[config.mk]
export PLATFORM = sky130hd
export DESIGN_NAME = cwdb_top
export DESIGN_NICKNAME = d
export VERILOG_FILES = /design/src/verilog/cwdb_pkg.sv /design/src/verilog/cwdb_dead_band.sv /design/src/verilog/cwdb_top.sv
export SDC_FILE = /design/constraint.sdc
export NUM_CORES = 1
export LEC_CHECK = 0
export BUFFER_PORTS_ARGS = -buffer_cell sky130_fd_sc_hd__buf_2
export CORE_AREA = 5 5 99 101
export CTS_CLUSTER_DIAMETER = 200
export CTS_CLUSTER_SIZE = 25
export DETAILED_ROUTE_END_ITERATION = 8
export DIE_AREA = 0 0 104 106
export PLACE_DENSITY = 0.71
export SETUP_SLACK_MARGIN = 0.5
export SLEW_MARGIN = 40
export SYNTH_ARGS = -nofsm -noshare
export SYNTH_HDL_FRONTEND = slang
export SYNTH_SLANG_ARGS = --single-unit
export TNS_END_PERCENT = 50
[constraint.sdc]
create_clock -name mclk_i -period 3 [get_ports mclk_i]
set_input_delay 0.3 -clock mclk_i [delete_from_list [all_inputs] [get_ports mclk_i]]
set_output_delay 0.3 -clock mclk_i [all_outputs]
set_load 0.005 [all_outputs]
[src/verilog/cwdb_pkg.sv]
// package: register map, field positions and constants of the complementary waveform unit
`default_nettype none
package cwdb_pkg;
	// ----------------------------------------------------------------
	// register offsets (byte addresses)
	// ----------------------------------------------------------------
	localparam logic [3:0] CWDB_OFS_CONTROL_0 = 4'h0; // waveform_control_0
	localparam logic [3:0] CWDB_OFS_CONTROL_1 = 4'h4; // waveform_control_1
	localparam logic [3:0] CWDB_OFS_RISE_DB   = 4'h8; // rising dead band count
	localparam logic [3:0] CWDB_OFS_FALL_DB   = 4'hc; // falling dead band count
	// ----------------------------------------------------------------
	// waveform_control_0 fields
	// ----------------------------------------------------------------
	localparam int CWDB_C0_ENABLE = 7;
	localparam int CWDB_C0_POL_B  = 4;
	localparam int CWDB_C0_POL_A  = 3;
	localparam int CWDB_C0_CLKSEL = 0;
	localparam logic [7:0] CWDB_C0_MASK = 8'h99;
	// ----------------------------------------------------------------
	// waveform_control_1 fields
	// ----------------------------------------------------------------
	localparam int CWDB_C1_SHDN     = 7; // shutdown status, software may force
	localparam int CWDB_C1_RESTART  = 6; // auto restart enable
	localparam int CWDB_C1_OVB_HI   = 5; // override level b
	localparam int CWDB_C1_OVA_HI   = 4; // override level a
	localparam int CWDB_C1_SRC_LO   = 0; // source select [2:0]
	localparam int CWDB_C1_SDEN_LO  = 8; // shutdown source enables [11:8]
	localparam logic [11:0] CWDB_C1_MASK = 12'hff7;
	// ----------------------------------------------------------------
	// source codes and sizes
	// ----------------------------------------------------------------
	localparam logic [2:0] CWDB_SRC_PIN  = 3'h0;
	localparam logic [2:0] CWDB_SRC_RSVD = 3'h7;
	localparam int CWDB_DB_WIDTH  = 6;
	localparam int CWDB_SD_INPUTS = 4;
	localparam logic [1:0] CWDB_RESP_OKAY   = 2'h0;
	localparam logic [1:0] CWDB_RESP_SLVERR = 2'h2;
	// dead band edge counter states
	typedef enum logic [1:0] {
		CWDB_IDLE_OFF,
		CWDB_WAIT_ON,
		CWDB_ON
	} cwdb_db_type;
endpackage
`default_nettype wire

[src/verilog/cwdb_dead_band.sv]
// one dead band delay leg: output turns on after its input has been high for count dead band ticks
`timescale 1ns/1ps
`default_nettype none
module cwdb_dead_band
	import cwdb_pkg::*;
#(
	parameter int WIDTH = CWDB_DB_WIDTH
) (
	input  wire logic             mclk_i,   // system clock
	input  wire logic             rst_i,    // async reset
	input  wire logic             ce_i,     // clock enable, low freezes the leg
	input  wire logic             tick_i,   // selected dead band clock tick
	input  wire logic             clr_i,    // force off (disabled)
	input  wire logic             want_i,   // raw request for this output
	input  wire logic [WIDTH-1:0] count_i,  // programmed delay
	output logic                  on_o      // delayed output
);
	// ----------------------------------------------------------------
	// state
	// ----------------------------------------------------------------
	cwdb_db_type      state, next_state;   // leg state
	logic [WIDTH-1:0] cnt, next_cnt;       // elapsed ticks

	// next-state logic: count zero goes straight on
	always_comb begin
		next_state = state;
		next_cnt   = cnt;
		case (state)
			CWDB_IDLE_OFF: begin
				if (want_i && !clr_i) begin
					next_cnt = '0;
					if (count_i == '0) begin
						next_state = CWDB_ON;
					end else begin
						next_state = CWDB_WAIT_ON;
					end
				end
			end
			CWDB_WAIT_ON: begin
				if (!want_i || clr_i) begin
					next_state = CWDB_IDLE_OFF; // pulse shorter than dead band is swallowed
				end else if (tick_i) begin
					next_cnt = cnt + 1'b1;
					if (cnt + 1'b1 >= count_i) begin
						next_state = CWDB_ON;
					end
				end
			end
			CWDB_ON: begin
				if (!want_i || clr_i) begin
					next_state = CWDB_IDLE_OFF; // turn-off is immediate
				end
			end
			default: next_state = CWDB_IDLE_OFF;
		endcase
	end

	// registers, held while ce_i is low so a pending dead band is not lost
	always_ff @(posedge mclk_i or posedge rst_i) begin
		if (rst_i) begin
			state <= CWDB_IDLE_OFF;
			cnt   <= '0;
		end else if (ce_i) begin
			state <= next_state;
			cnt   <= next_cnt;
		end
	end

	assign on_o = (state == CWDB_ON);

	// ----------------------------------------------------------------
	// checks
	// ----------------------------------------------------------------
	a_leg_off_fast: assert property (@(posedge mclk_i) disable iff (rst_i)
		(ce_i && (!want_i || clr_i)) |=> !on_o)
		else $error("dead band leg stayed on after request dropped");
	a_leg_zero_db: assert property (@(posedge mclk_i) disable iff (rst_i)
		(ce_i && state == CWDB_IDLE_OFF && want_i && !clr_i && count_i == '0) |=> on_o)
		else $error("zero dead band did not turn on next cycle");
endmodule // cwdb_dead_band
`default_nettype wire

[src/verilog/cwdb_top.sv]
// complementary waveform unit with dead band, polarity, auto-shutdown and axi4-lite registers
//
// Notes on behaviour
// - two complementary outputs from selected source
// - delay each turn-on after other's turn-off
// - independent 6-bit rising and falling counters
// - fault ends active drive promptly
// - selectable shutdown sources, restart, override levels
// - one bit selects system or fast clock
// - three-bit field picks one of seven sources
// - both outputs cleared while disabled
// - polarity bit set means active high
// - override levels bypass polarity
//
// Decided for this implementation: the register addresses and the AXI4-Lite interface to the registers.
`timescale 1ns/1ps
`default_nettype none
module cwdb_top
	import cwdb_pkg::*;
#(
	parameter int DB_WIDTH = CWDB_DB_WIDTH
) (
	input  wire logic        mclk_i,                      // system clock, 20 MHz
	input  wire logic        rst_i,                       // async reset, active high
	input  wire logic        ce_i,                        // clock enable, freezes all state
	input  wire logic        fast_osc_tick_i,             // fast_internal_oscillator tick, sync
	input  wire logic        dedicated_waveform_input_pin_i,
	input  wire logic        comparator_one_synced_output_i,
	input  wire logic        comparator_two_synced_output_i,
	input  wire logic        pulse_channel_one_output_i,
	input  wire logic        pulse_channel_two_output_i,
	input  wire logic        pulse_channel_three_output_i,
	input  wire logic        pulse_channel_four_output_i,
	input  wire logic [3:0]  fault_i,                     // shutdown sources, high = fault
	output logic             drive_output_a_o,
	output logic             drive_output_b_o,
	// axi4-lite slave
	input  wire logic [3:0]  s_axi_awaddr,
	input  wire logic        s_axi_awvalid,
	output logic             s_axi_awready,
	input  wire logic [31:0] s_axi_wdata,
	input  wire logic [3:0]  s_axi_wstrb,
	input  wire logic        s_axi_wvalid,
	output logic             s_axi_wready,
	output logic [1:0]       s_axi_bresp,
	output logic             s_axi_bvalid,
	input  wire logic        s_axi_bready,
	input  wire logic [3:0]  s_axi_araddr,
	input  wire logic        s_axi_arvalid,
	output logic             s_axi_arready,
	output logic [31:0]      s_axi_rdata,
	output logic [1:0]       s_axi_rresp,
	output logic             s_axi_rvalid,
	input  wire logic        s_axi_rready
);
	// ----------------------------------------------------------------
	// registers
	// ----------------------------------------------------------------
	logic [7:0]          ctl0, next_ctl0;         // waveform_control_0
	logic [11:0]         ctl1, next_ctl1;         // waveform_control_1 (bit 7 is status)
	logic [DB_WIDTH-1:0] rise_db, next_rise_db;   // rising edge dead band
	logic [DB_WIDTH-1:0] fall_db, next_fall_db;   // falling edge dead band
	logic                aw_held, next_aw_held;   // write address captured
	logic                w_held, next_w_held;     // write data captured
	logic [3:0]          aw_addr, next_aw_addr;
	logic [31:0]         w_data, next_w_data;
	logic [3:0]          w_strb, next_w_strb;
	logic                bvalid, next_bvalid;
	logic [1:0]          bresp, next_bresp;
	logic                rvalid, next_rvalid;
	logic [31:0]         rdata, next_rdata;
	logic [1:0]          rresp, next_rresp;
	logic                out_a, next_out_a;       // registered pin a
	logic                out_b, next_out_b;       // registered pin b
	logic                shdn, next_shdn;         // shutdown latched

	// decoded controls
	logic       enable;
	logic       clk_sel;
	logic [2:0] src_sel;
	logic       src;
	logic       fault_any;
	logic       tick;
	logic       on_a, on_b;
	logic       do_write;
	logic       sw_shdn_set, sw_shdn_clr;

	assign enable  = ctl0[CWDB_C0_ENABLE];
	assign clk_sel = ctl0[CWDB_C0_CLKSEL];
	assign src_sel = ctl1[CWDB_C1_SRC_LO +: 3];

	// ----------------------------------------------------------------
	// source select and clock select
	// ----------------------------------------------------------------
	// source mux, reserved code selects a quiet low input
	always_comb begin
		case (src_sel)
			CWDB_SRC_PIN: src = dedicated_waveform_input_pin_i;
			3'h1:         src = comparator_one_synced_output_i;
			3'h2:         src = comparator_two_synced_output_i;
			3'h3:         src = pulse_channel_one_output_i;
			3'h4:         src = pulse_channel_two_output_i;
			3'h5:         src = pulse_channel_three_output_i;
			3'h6:         src = pulse_channel_four_output_i;
			default:      src = 1'b0; // reserved
		endcase
	end

	// dead band counts either every system cycle or on fast oscillator ticks
	assign tick      = ce_i & (clk_sel ? fast_osc_tick_i : 1'b1);
	assign fault_any = |(fault_i & ctl1[CWDB_C1_SDEN_LO +: CWDB_SD_INPUTS]);

	// ----------------------------------------------------------------
	// dead band legs; each leg freezes itself while ce_i is low
	// ----------------------------------------------------------------
	cwdb_dead_band #(.WIDTH(DB_WIDTH)) u_rise (
		.mclk_i (mclk_i),
		.rst_i  (rst_i),
		.ce_i   (ce_i),
		.tick_i (tick),
		.clr_i  (!enable | shdn),
		.want_i (src),
		.count_i(rise_db),
		.on_o   (on_a)
	);
	cwdb_dead_band #(.WIDTH(DB_WIDTH)) u_fall (
		.mclk_i (mclk_i),
		.rst_i  (rst_i),
		.ce_i   (ce_i),
		.tick_i (tick),
		.clr_i  (!enable | shdn),
		.want_i (!src),
		.count_i(fall_db),
		.on_o   (on_b)
	);

	// ----------------------------------------------------------------
	// shutdown and output stage
	// ----------------------------------------------------------------
	// shutdown latches on fault; restart only when enabled and fault gone
	always_comb begin
		next_shdn = shdn;
		if (!enable) begin
			next_shdn = 1'b0;
		end else if (fault_any || sw_shdn_set) begin
			next_shdn = 1'b1; // set wins over clear
		end else if (ctl1[CWDB_C1_RESTART] || sw_shdn_clr) begin
			next_shdn = 1'b0;
		end
		// output: override levels unaffected by polarity
		if (!enable) begin
			next_out_a = 1'b0;
			next_out_b = 1'b0;
		end else if (shdn || fault_any) begin
			next_out_a = ctl1[CWDB_C1_OVA_HI];
			next_out_b = ctl1[CWDB_C1_OVB_HI];
		end else begin
			next_out_a = ctl0[CWDB_C0_POL_A] ? on_a : !on_a;
			next_out_b = ctl0[CWDB_C0_POL_B] ? on_b : !on_b;
		end
	end

	// ----------------------------------------------------------------
	// axi4-lite slave
	// ----------------------------------------------------------------
	assign s_axi_awready = !aw_held && !bvalid;
	assign s_axi_wready  = !w_held && !bvalid;
	assign s_axi_arready = !rvalid;
	assign s_axi_bvalid  = bvalid;
	assign s_axi_bresp   = bresp;
	assign s_axi_rvalid  = rvalid;
	assign s_axi_rdata   = rdata;
	assign s_axi_rresp   = rresp;
	assign do_write      = aw_held && w_held && !bvalid;
	assign sw_shdn_set   = do_write && aw_addr == CWDB_OFS_CONTROL_1 && w_strb[0]
		&& w_data[CWDB_C1_SHDN];
	assign sw_shdn_clr   = do_write && aw_addr == CWDB_OFS_CONTROL_1 && w_strb[0]
		&& !w_data[CWDB_C1_SHDN];

	// bus and register next values
	always_comb begin
		next_aw_held = aw_held;
		next_w_held  = w_held;
		next_aw_addr = aw_addr;
		next_w_data  = w_data;
		next_w_strb  = w_strb;
		next_bvalid  = bvalid;
		next_bresp   = bresp;
		next_rvalid  = rvalid;
		next_rdata   = rdata;
		next_rresp   = rresp;
		next_ctl0    = ctl0;
		next_ctl1    = ctl1;
		next_rise_db = rise_db;
		next_fall_db = fall_db;
		if (s_axi_awvalid && s_axi_awready) begin
			next_aw_held = 1'b1;
			next_aw_addr = s_axi_awaddr;
		end
		if (s_axi_wvalid && s_axi_wready) begin
			next_w_held = 1'b1;
			next_w_data = s_axi_wdata;
			next_w_strb = s_axi_wstrb;
		end
		if (do_write) begin
			next_aw_held = 1'b0;
			next_w_held  = 1'b0;
			next_bvalid  = 1'b1;
			next_bresp   = CWDB_RESP_OKAY;
			// full decode: unaligned addresses get an error, not an alias
			case (aw_addr)
				CWDB_OFS_CONTROL_0: if (w_strb[0]) next_ctl0 = w_data[7:0] & CWDB_C0_MASK;
				CWDB_OFS_CONTROL_1: begin
					if (w_strb[0]) next_ctl1[6:0] = w_data[6:0] & CWDB_C1_MASK[6:0];
					if (w_strb[1]) next_ctl1[11:8] = w_data[11:8];
				end
				CWDB_OFS_RISE_DB: if (w_strb[0]) next_rise_db = w_data[DB_WIDTH-1:0];
				CWDB_OFS_FALL_DB: if (w_strb[0]) next_fall_db = w_data[DB_WIDTH-1:0];
				default: next_bresp = CWDB_RESP_SLVERR;
			endcase
		end else if (bvalid && s_axi_bready) begin
			next_bvalid = 1'b0;
		end
		if (s_axi_arvalid && s_axi_arready) begin
			next_rvalid = 1'b1;
			next_rresp  = CWDB_RESP_OKAY;
			case (s_axi_araddr)
				CWDB_OFS_CONTROL_0: next_rdata = {24'h0, ctl0};
				CWDB_OFS_CONTROL_1: next_rdata = {20'h0, ctl1[11:8], shdn, ctl1[6:0]};
				CWDB_OFS_RISE_DB:   next_rdata = {{(32-DB_WIDTH){1'b0}}, rise_db};
				CWDB_OFS_FALL_DB:   next_rdata = {{(32-DB_WIDTH){1'b0}}, fall_db};
				default: begin
					next_rdata = 32'h0;
					next_rresp = CWDB_RESP_SLVERR;
				end
			endcase
		end else if (rvalid && s_axi_rready) begin
			next_rvalid = 1'b0;
		end
	end

	// all registers, frozen while ce_i is low
	always_ff @(posedge mclk_i or posedge rst_i) begin
		if (rst_i) begin
			ctl0    <= 8'h00;
			ctl1    <= 12'h000;
			rise_db <= '0;
			fall_db <= '0;
			aw_held <= 1'b0;
			w_held  <= 1'b0;
			aw_addr <= 4'h0;
			w_data  <= 32'h0;
			w_strb  <= 4'h0;
			bvalid  <= 1'b0;
			bresp   <= 2'h0;
			rvalid  <= 1'b0;
			rdata   <= 32'h0;
			rresp   <= 2'h0;
			out_a   <= 1'b0;
			out_b   <= 1'b0;
			shdn    <= 1'b0;
		end else if (ce_i) begin
			ctl0    <= next_ctl0;
			ctl1    <= next_ctl1;
			rise_db <= next_rise_db;
			fall_db <= next_fall_db;
			aw_held <= next_aw_held;
			w_held  <= next_w_held;
			aw_addr <= next_aw_addr;
			w_data  <= next_w_data;
			w_strb  <= next_w_strb;
			bvalid  <= next_bvalid;
			bresp   <= next_bresp;
			rvalid  <= next_rvalid;
			rdata   <= next_rdata;
			rresp   <= next_rresp;
			out_a   <= next_out_a;
			out_b   <= next_out_b;
			shdn    <= next_shdn;
		end
	end

	assign drive_output_a_o = out_a;
	assign drive_output_b_o = out_b;

	// ----------------------------------------------------------------
	// checks
	// ----------------------------------------------------------------
	a_never_both_on: assert property (@(posedge mclk_i) disable iff (rst_i)
		!(on_a && on_b))
		else $error("both legs active at once");
	a_fault_override: assert property (@(posedge mclk_i) disable iff (rst_i)
		(ce_i && enable && fault_any) |=> (out_a == $past(ctl1[CWDB_C1_OVA_HI])))
		else $error("fault did not force override on a");
	a_disable_clears: assert property (@(posedge mclk_i) disable iff (rst_i)
		(ce_i && !enable) |=> (!out_a && !out_b))
		else $error("outputs not cleared while disabled");
	a_polarity_a: assert property (@(posedge mclk_i) disable iff (rst_i)
		(ce_i && enable && !shdn && !fault_any)
		|=> (out_a == ($past(ctl0[CWDB_C0_POL_A]) ~^ $past(on_a))))
		else $error("polarity of a not applied");
	a_override_b: assert property (@(posedge mclk_i) disable iff (rst_i)
		(ce_i && enable && shdn) |=> (out_b == $past(ctl1[CWDB_C1_OVB_HI])))
		else $error("override b altered");
	a_reserved_src: assert property (@(posedge mclk_i) disable iff (rst_i)
		(src_sel == CWDB_SRC_RSVD) |-> !src)
		else $error("reserved source not quiet");
	a_no_restart: assert property (@(posedge mclk_i) disable iff (rst_i)
		(ce_i && enable && shdn && !ctl1[CWDB_C1_RESTART] && !do_write) |=> shdn)
		else $error("shutdown released without restart");
	a_write_resp: assert property (@(posedge mclk_i) disable iff (rst_i)
		(ce_i && do_write) |=> bvalid)
		else $error("write response missing");
endmodule // cwdb_top
`default_nettype wire
==> run summary <==
The flow ran to the end, and the final reports show no timing, DRC or antenna violations. The starting utilization of the core area came out at 0.470. The final core utilization is 0.538. Across all hold checks on the routed design, the worst slack comes to 0.166 ns.

The number of search-and-repair iterations in the first detailed-routing pass is 4. The first-pass GRT wire length is 15000 µm. TritonCTS built the clock tree. For this run, the total global-route usage over all layers was measured as 0.166. The share of Yosys cell area claimed by the top area cell type is 0.483. In the final layout, the share of cells above drive strength 1 is 0.296. In this run the worst hold path is classified as in2reg. The synthesis-to-layout area growth came out at 14.4%. By area the synthesized netlist is led by sky130_fd_sc_hd__dfrtp_1, sky130_fd_sc_hd__mux2_2, sky130_fd_sc_hd__ha_1. The sequential share of power is 0.486. The area of the mapped netlist came out at 4200 µm².

The number of synthesized flops with an enable pin came out at 0. For this run, the number of Yosys warnings is 0. The count of unresolved DRC violations after routing is 0. OpenSTA, run right after detailed placement, puts the worst setup slack at 0.715 ns.

The pin count of the biggest net entering global routing is 44. After detailed placement, the total cell area comes to 4560 µm². The fraction of power spent switching nets is 0.327.

The depth of the CTS H-tree is 3. The max capacitance violation total came out at 0. The most used flip-flop cell after synthesis is sky130_fd_sc_hd__dfrtp_1. The number of distinct library cell variants in the gate-level netlist after synthesis came out at 52.

The async set or reset register ratio after synthesis came out at 1.00. The layout net count came out at ~530. The cell count after synthesis is 386. The post-route cell area is 4800 µm². The power per unit of standard cell area came out at 747 nW/µm².

The leakage power summed over all cells is 0.00236 µW. The number of clock sinks came out at 81. The die footprint is approximately 11000 µm². The combinational share of power is 0.259. The via count of the first global-routing pass is a little over 3k. The flip-flop and latch count after synthesis is 81. The pin slew with the least headroom to its limit came out at 0.650 ns. The count of buffers inserted at the top-level ports came out at 62. The reg2reg setup slack is 0.67 ns. The worst ir drop on vdd came out at 0.000334 V. The data arrival time of the critical path came out at about 2.6 ns. The x dimension of the die is about 100 µm. The remaining number of nets flagged by the antenna check after routing is 0. The data required time at the worst endpoint is roughly 3.3 ns. In this run the core area contains 35 standard-cell rows. The clock latency of the later-clocked register in the worst-skew pair is 0.36 ns. The I/O pin count came out at 107. The mean cell area of the mapped netlist came out at 10.9 µm². Setup repair after global routing left no endpoint under its margin. Setup total negative slack on the finished layout was measured at 0 ns.

The initial antenna violation count is 0. 0 antenna diodes ended up in the layout. The final count of hold timing violations was 0. The final critical-path share of the clock period came out at 0.775.

After global routing the overflow that remains totals 0. The die extent in y came out at between 100 and 150 µm. The number of setup buffers added after CTS is 0. The worst path needs 2.33 ns of the cycle, external delays included. The root buffer cell is sky130_fd_sc_hd__clkbuf_8. After detailed routing, the average wire length per cell comes to 15.8 µm. The placeable core area is 8930 µm².

Fill cells in the final layout number 802. Headroom to the max-slew limit came out at 0.566. The internal power contribution is 2410 µW.

For this design the total switching power over the nets is 1170 µW. Using the TritonRoute via totals, the vias-per-cell ratio works out to ~5.3. For the final database, setup skew stands at 0.0120 ns.

The cell count of the worst hold path came out at 2. The biggest fanout along the worst timing path came out at 7. The number of CTS-inserted buffers is 9. The setup slack of the critical path after layout is 0.675 ns. The register area came out at slightly above 2000 µm².

For this run, the top clock speed supported by timing is ~0.43 GHz. Wires add up to between 8000 and 9000 µm. The count of final setup violators came out at 0.

STA classifies the critical path startpoint as a register. The type of the setup path with the least slack is reg2reg. The length in cells of the worst reg-to-reg path is 5. The number of DRC violations after detailed-routing iteration 0 came out at 167. After clock tree synthesis, the clock-pin slew on the worst setup and hold paths is 0.09 ns. The routed layout has just over 3k vias. The placer's final routability congestion estimate is a little over 0.8. The max-slew violation count came to 0.

The share of total power dissipated in the clock network is 0.254. The maximum number of buffers from clock root to sink is 2. The wire-length estimate of the detail-placed layout is 6800 µm. The area taken by multi-input logic gates is 1980 µm².

The type of element capturing the critical path is a register. The top cell type by total area after synthesis is sky130_fd_sc_hd__dfrtp_1. The sequential fraction of the synthesis area is 0.483.
[cell families (layout without fill, tap and decap cells)]
family                   count (synthesis)  after routing  synth area share
AO/OA/AOI/OAI                           66             66             0.111
XOR/XNOR                                10             10            0.0209
adder cells (fa/ha/maj)                 14             14            0.0417
buffers and inverters                   51            100            0.0676
flip-flops                              81             81             0.483
other                                    1             22          0.000893
multiplexers                            52             52             0.147
AND/OR/NAND/NOR                        111            111             0.129
[per-stage QoR]
stage	instances	power (µW)
final	567	3590
after global placement	550	2630
after detailed placement	550	2690
after floorplan	407	2360
after CTS	567	3600
after global routing	567	3820
[synth_stat cells, drive strengths merged (3+ instances only)]
cell,n
a21oi,4
a22o,8
a22oi,5
a32o,3
buf,26
clkbuf,9
dfrtp,81
ha,14
inv,16
mux2,46
mux2i,3
mux4,3
nand2,46
nand2b,7
nand3,14
nand3b,4
nor2,14
nor2b,6
nor3,6
o211ai,3
o21ai,22
o22ai,3
xnor2,6
xor2,4
[metal layers]
layer | GRT usage | part of all wire
met1 | 0.222 | 0.45
met2 | 0.273 | 0.47
met3 | 0.0285 | 0.061
met4 | 0.0564 | 0.015
met5 | 0 | 0
[worst max-delay path, cell delays in order, from the launching register on]
cell and delay, ns:
sky130_fd_sc_hd__dfrtp_1 0.46, sky130_fd_sc_hd__mux2_1 0.34, sky130_fd_sc_hd__mux4_2 0.56, sky130_fd_sc_hd__or2_0 0.38, sky130_fd_sc_hd__o41ai_2 0.36, sky130_fd_sc_hd__a22o_1 0.16
[power groups by stage]
| stage | registers (µW) | logic (µW) | clock network, µW |
|---|---|---|---|
| 2_1_floorplan | 1630 | 738 | 0 |
| 3_3_place_gp | 1740 | 889 | 0 |
| 3_5_place_dp | 1770 | 928 | 0 |
| 4_1_cts | 1740 | 938 | 923 |
| 5_1_grt | 1800 | 1050 | 971 |
| 6_report | 1750 | 931 | 912 |
[cell usage in the layout (no fill, tap or decap), types with 3 or more instances in the layout]
master | synthesis | final
sky130_fd_sc_hd__mux4_2 | 3 | 3
sky130_fd_sc_hd__mux2i_1 | 3 | 3
sky130_fd_sc_hd__a22o_1 | 8 | 8
sky130_fd_sc_hd__o22ai_1 | 3 | 3
sky130_fd_sc_hd__clkbuf_8 | 0 | 10
sky130_fd_sc_hd__xor2_1 | 4 | 4
sky130_fd_sc_hd__buf_2 | 2 | 62
sky130_fd_sc_hd__conb_1 | 1 | 22
sky130_fd_sc_hd__a32o_1 | 3 | 3
sky130_fd_sc_hd__buf_4 | 22 | 4
sky130_fd_sc_hd__o21ai_0 | 22 | 22
sky130_fd_sc_hd__dfrtp_1 | 81 | 81
sky130_fd_sc_hd__mux2_1 | 3 | 3
sky130_fd_sc_hd__nand3b_1 | 4 | 4
sky130_fd_sc_hd__nand2_1 | 46 | 46
sky130_fd_sc_hd__nand2b_1 | 7 | 7
sky130_fd_sc_hd__nor2_1 | 14 | 14
sky130_fd_sc_hd__nor2b_1 | 6 | 6
sky130_fd_sc_hd__a21oi_1 | 4 | 4
sky130_fd_sc_hd__a22oi_1 | 5 | 5
sky130_fd_sc_hd__xnor2_1 | 6 | 6
sky130_fd_sc_hd__nand3_1 | 14 | 14
sky130_fd_sc_hd__nor3_1 | 6 | 6
sky130_fd_sc_hd__mux2_2 | 43 | 43
sky130_fd_sc_hd__o211ai_1 | 3 | 3
sky130_fd_sc_hd__inv_1 | 16 | 15
sky130_fd_sc_hd__ha_1 | 14 | 14
[flip-flops by register name, summed over array words and instances, names as in the netlist, 2 cells and up]
| register | count |
|---|---|
| fall_db | 6 |
| u_rise.cnt | 6 |
| aw_addr | 4 |
| w_strb | 2 |
| ctl1 | 10 |
| w_data | 12 |
| u_fall.cnt | 6 |
| u_rise.state | 2 |
| u_fall.state | 2 |
| s_axi_rdata | 12 |
| rise_db | 6 |
| ctl0 | 4 |
[cell type report]
cell class / instances / area share
Clock buffer: 11 / 0.0294
Clock inverter: 5 / 0.0177
Inverter: 16 / 0.0130
Multi-Input combinational cell: 275 / 0.412
Sequential cell: 81 / 0.422
Tap cell: 111 / 0.0289
Timing Repair Buffer: 68 / 0.0771
[what timing repair did]
item	in CTS	in global routing
gates resized for setup	0	1
endpoints found under the hold margin	27	0
hold buffers	1	0
setup endpoints to repair	0	1
[path summary, 6_finish.rpt]
kind	start	endpoint
min in group asynchronous	rst_i	s_axi_bvalid$_DFFE_PP0P_
setup reg to reg	ctl1[1]$_DFFE_PP0P_	u_fall.cnt[3]$_DFFE_PP0P_
hold / removal	s_axi_wdata[11]	w_data[11]$_DFFE_PP0P_
setup / recovery	ctl1[1]$_DFFE_PP0P_	u_fall.cnt[3]$_DFFE_PP0P_
max in group asynchronous	rst_i	u_fall.cnt[0]$_DFFE_PP0P_
hold reg to reg	s_axi_rdata[2]$_DFFE_PP0P_	s_axi_rdata[2]$_DFFE_PP0P_
Note: power is estimated with default switching activity, not from simulation.
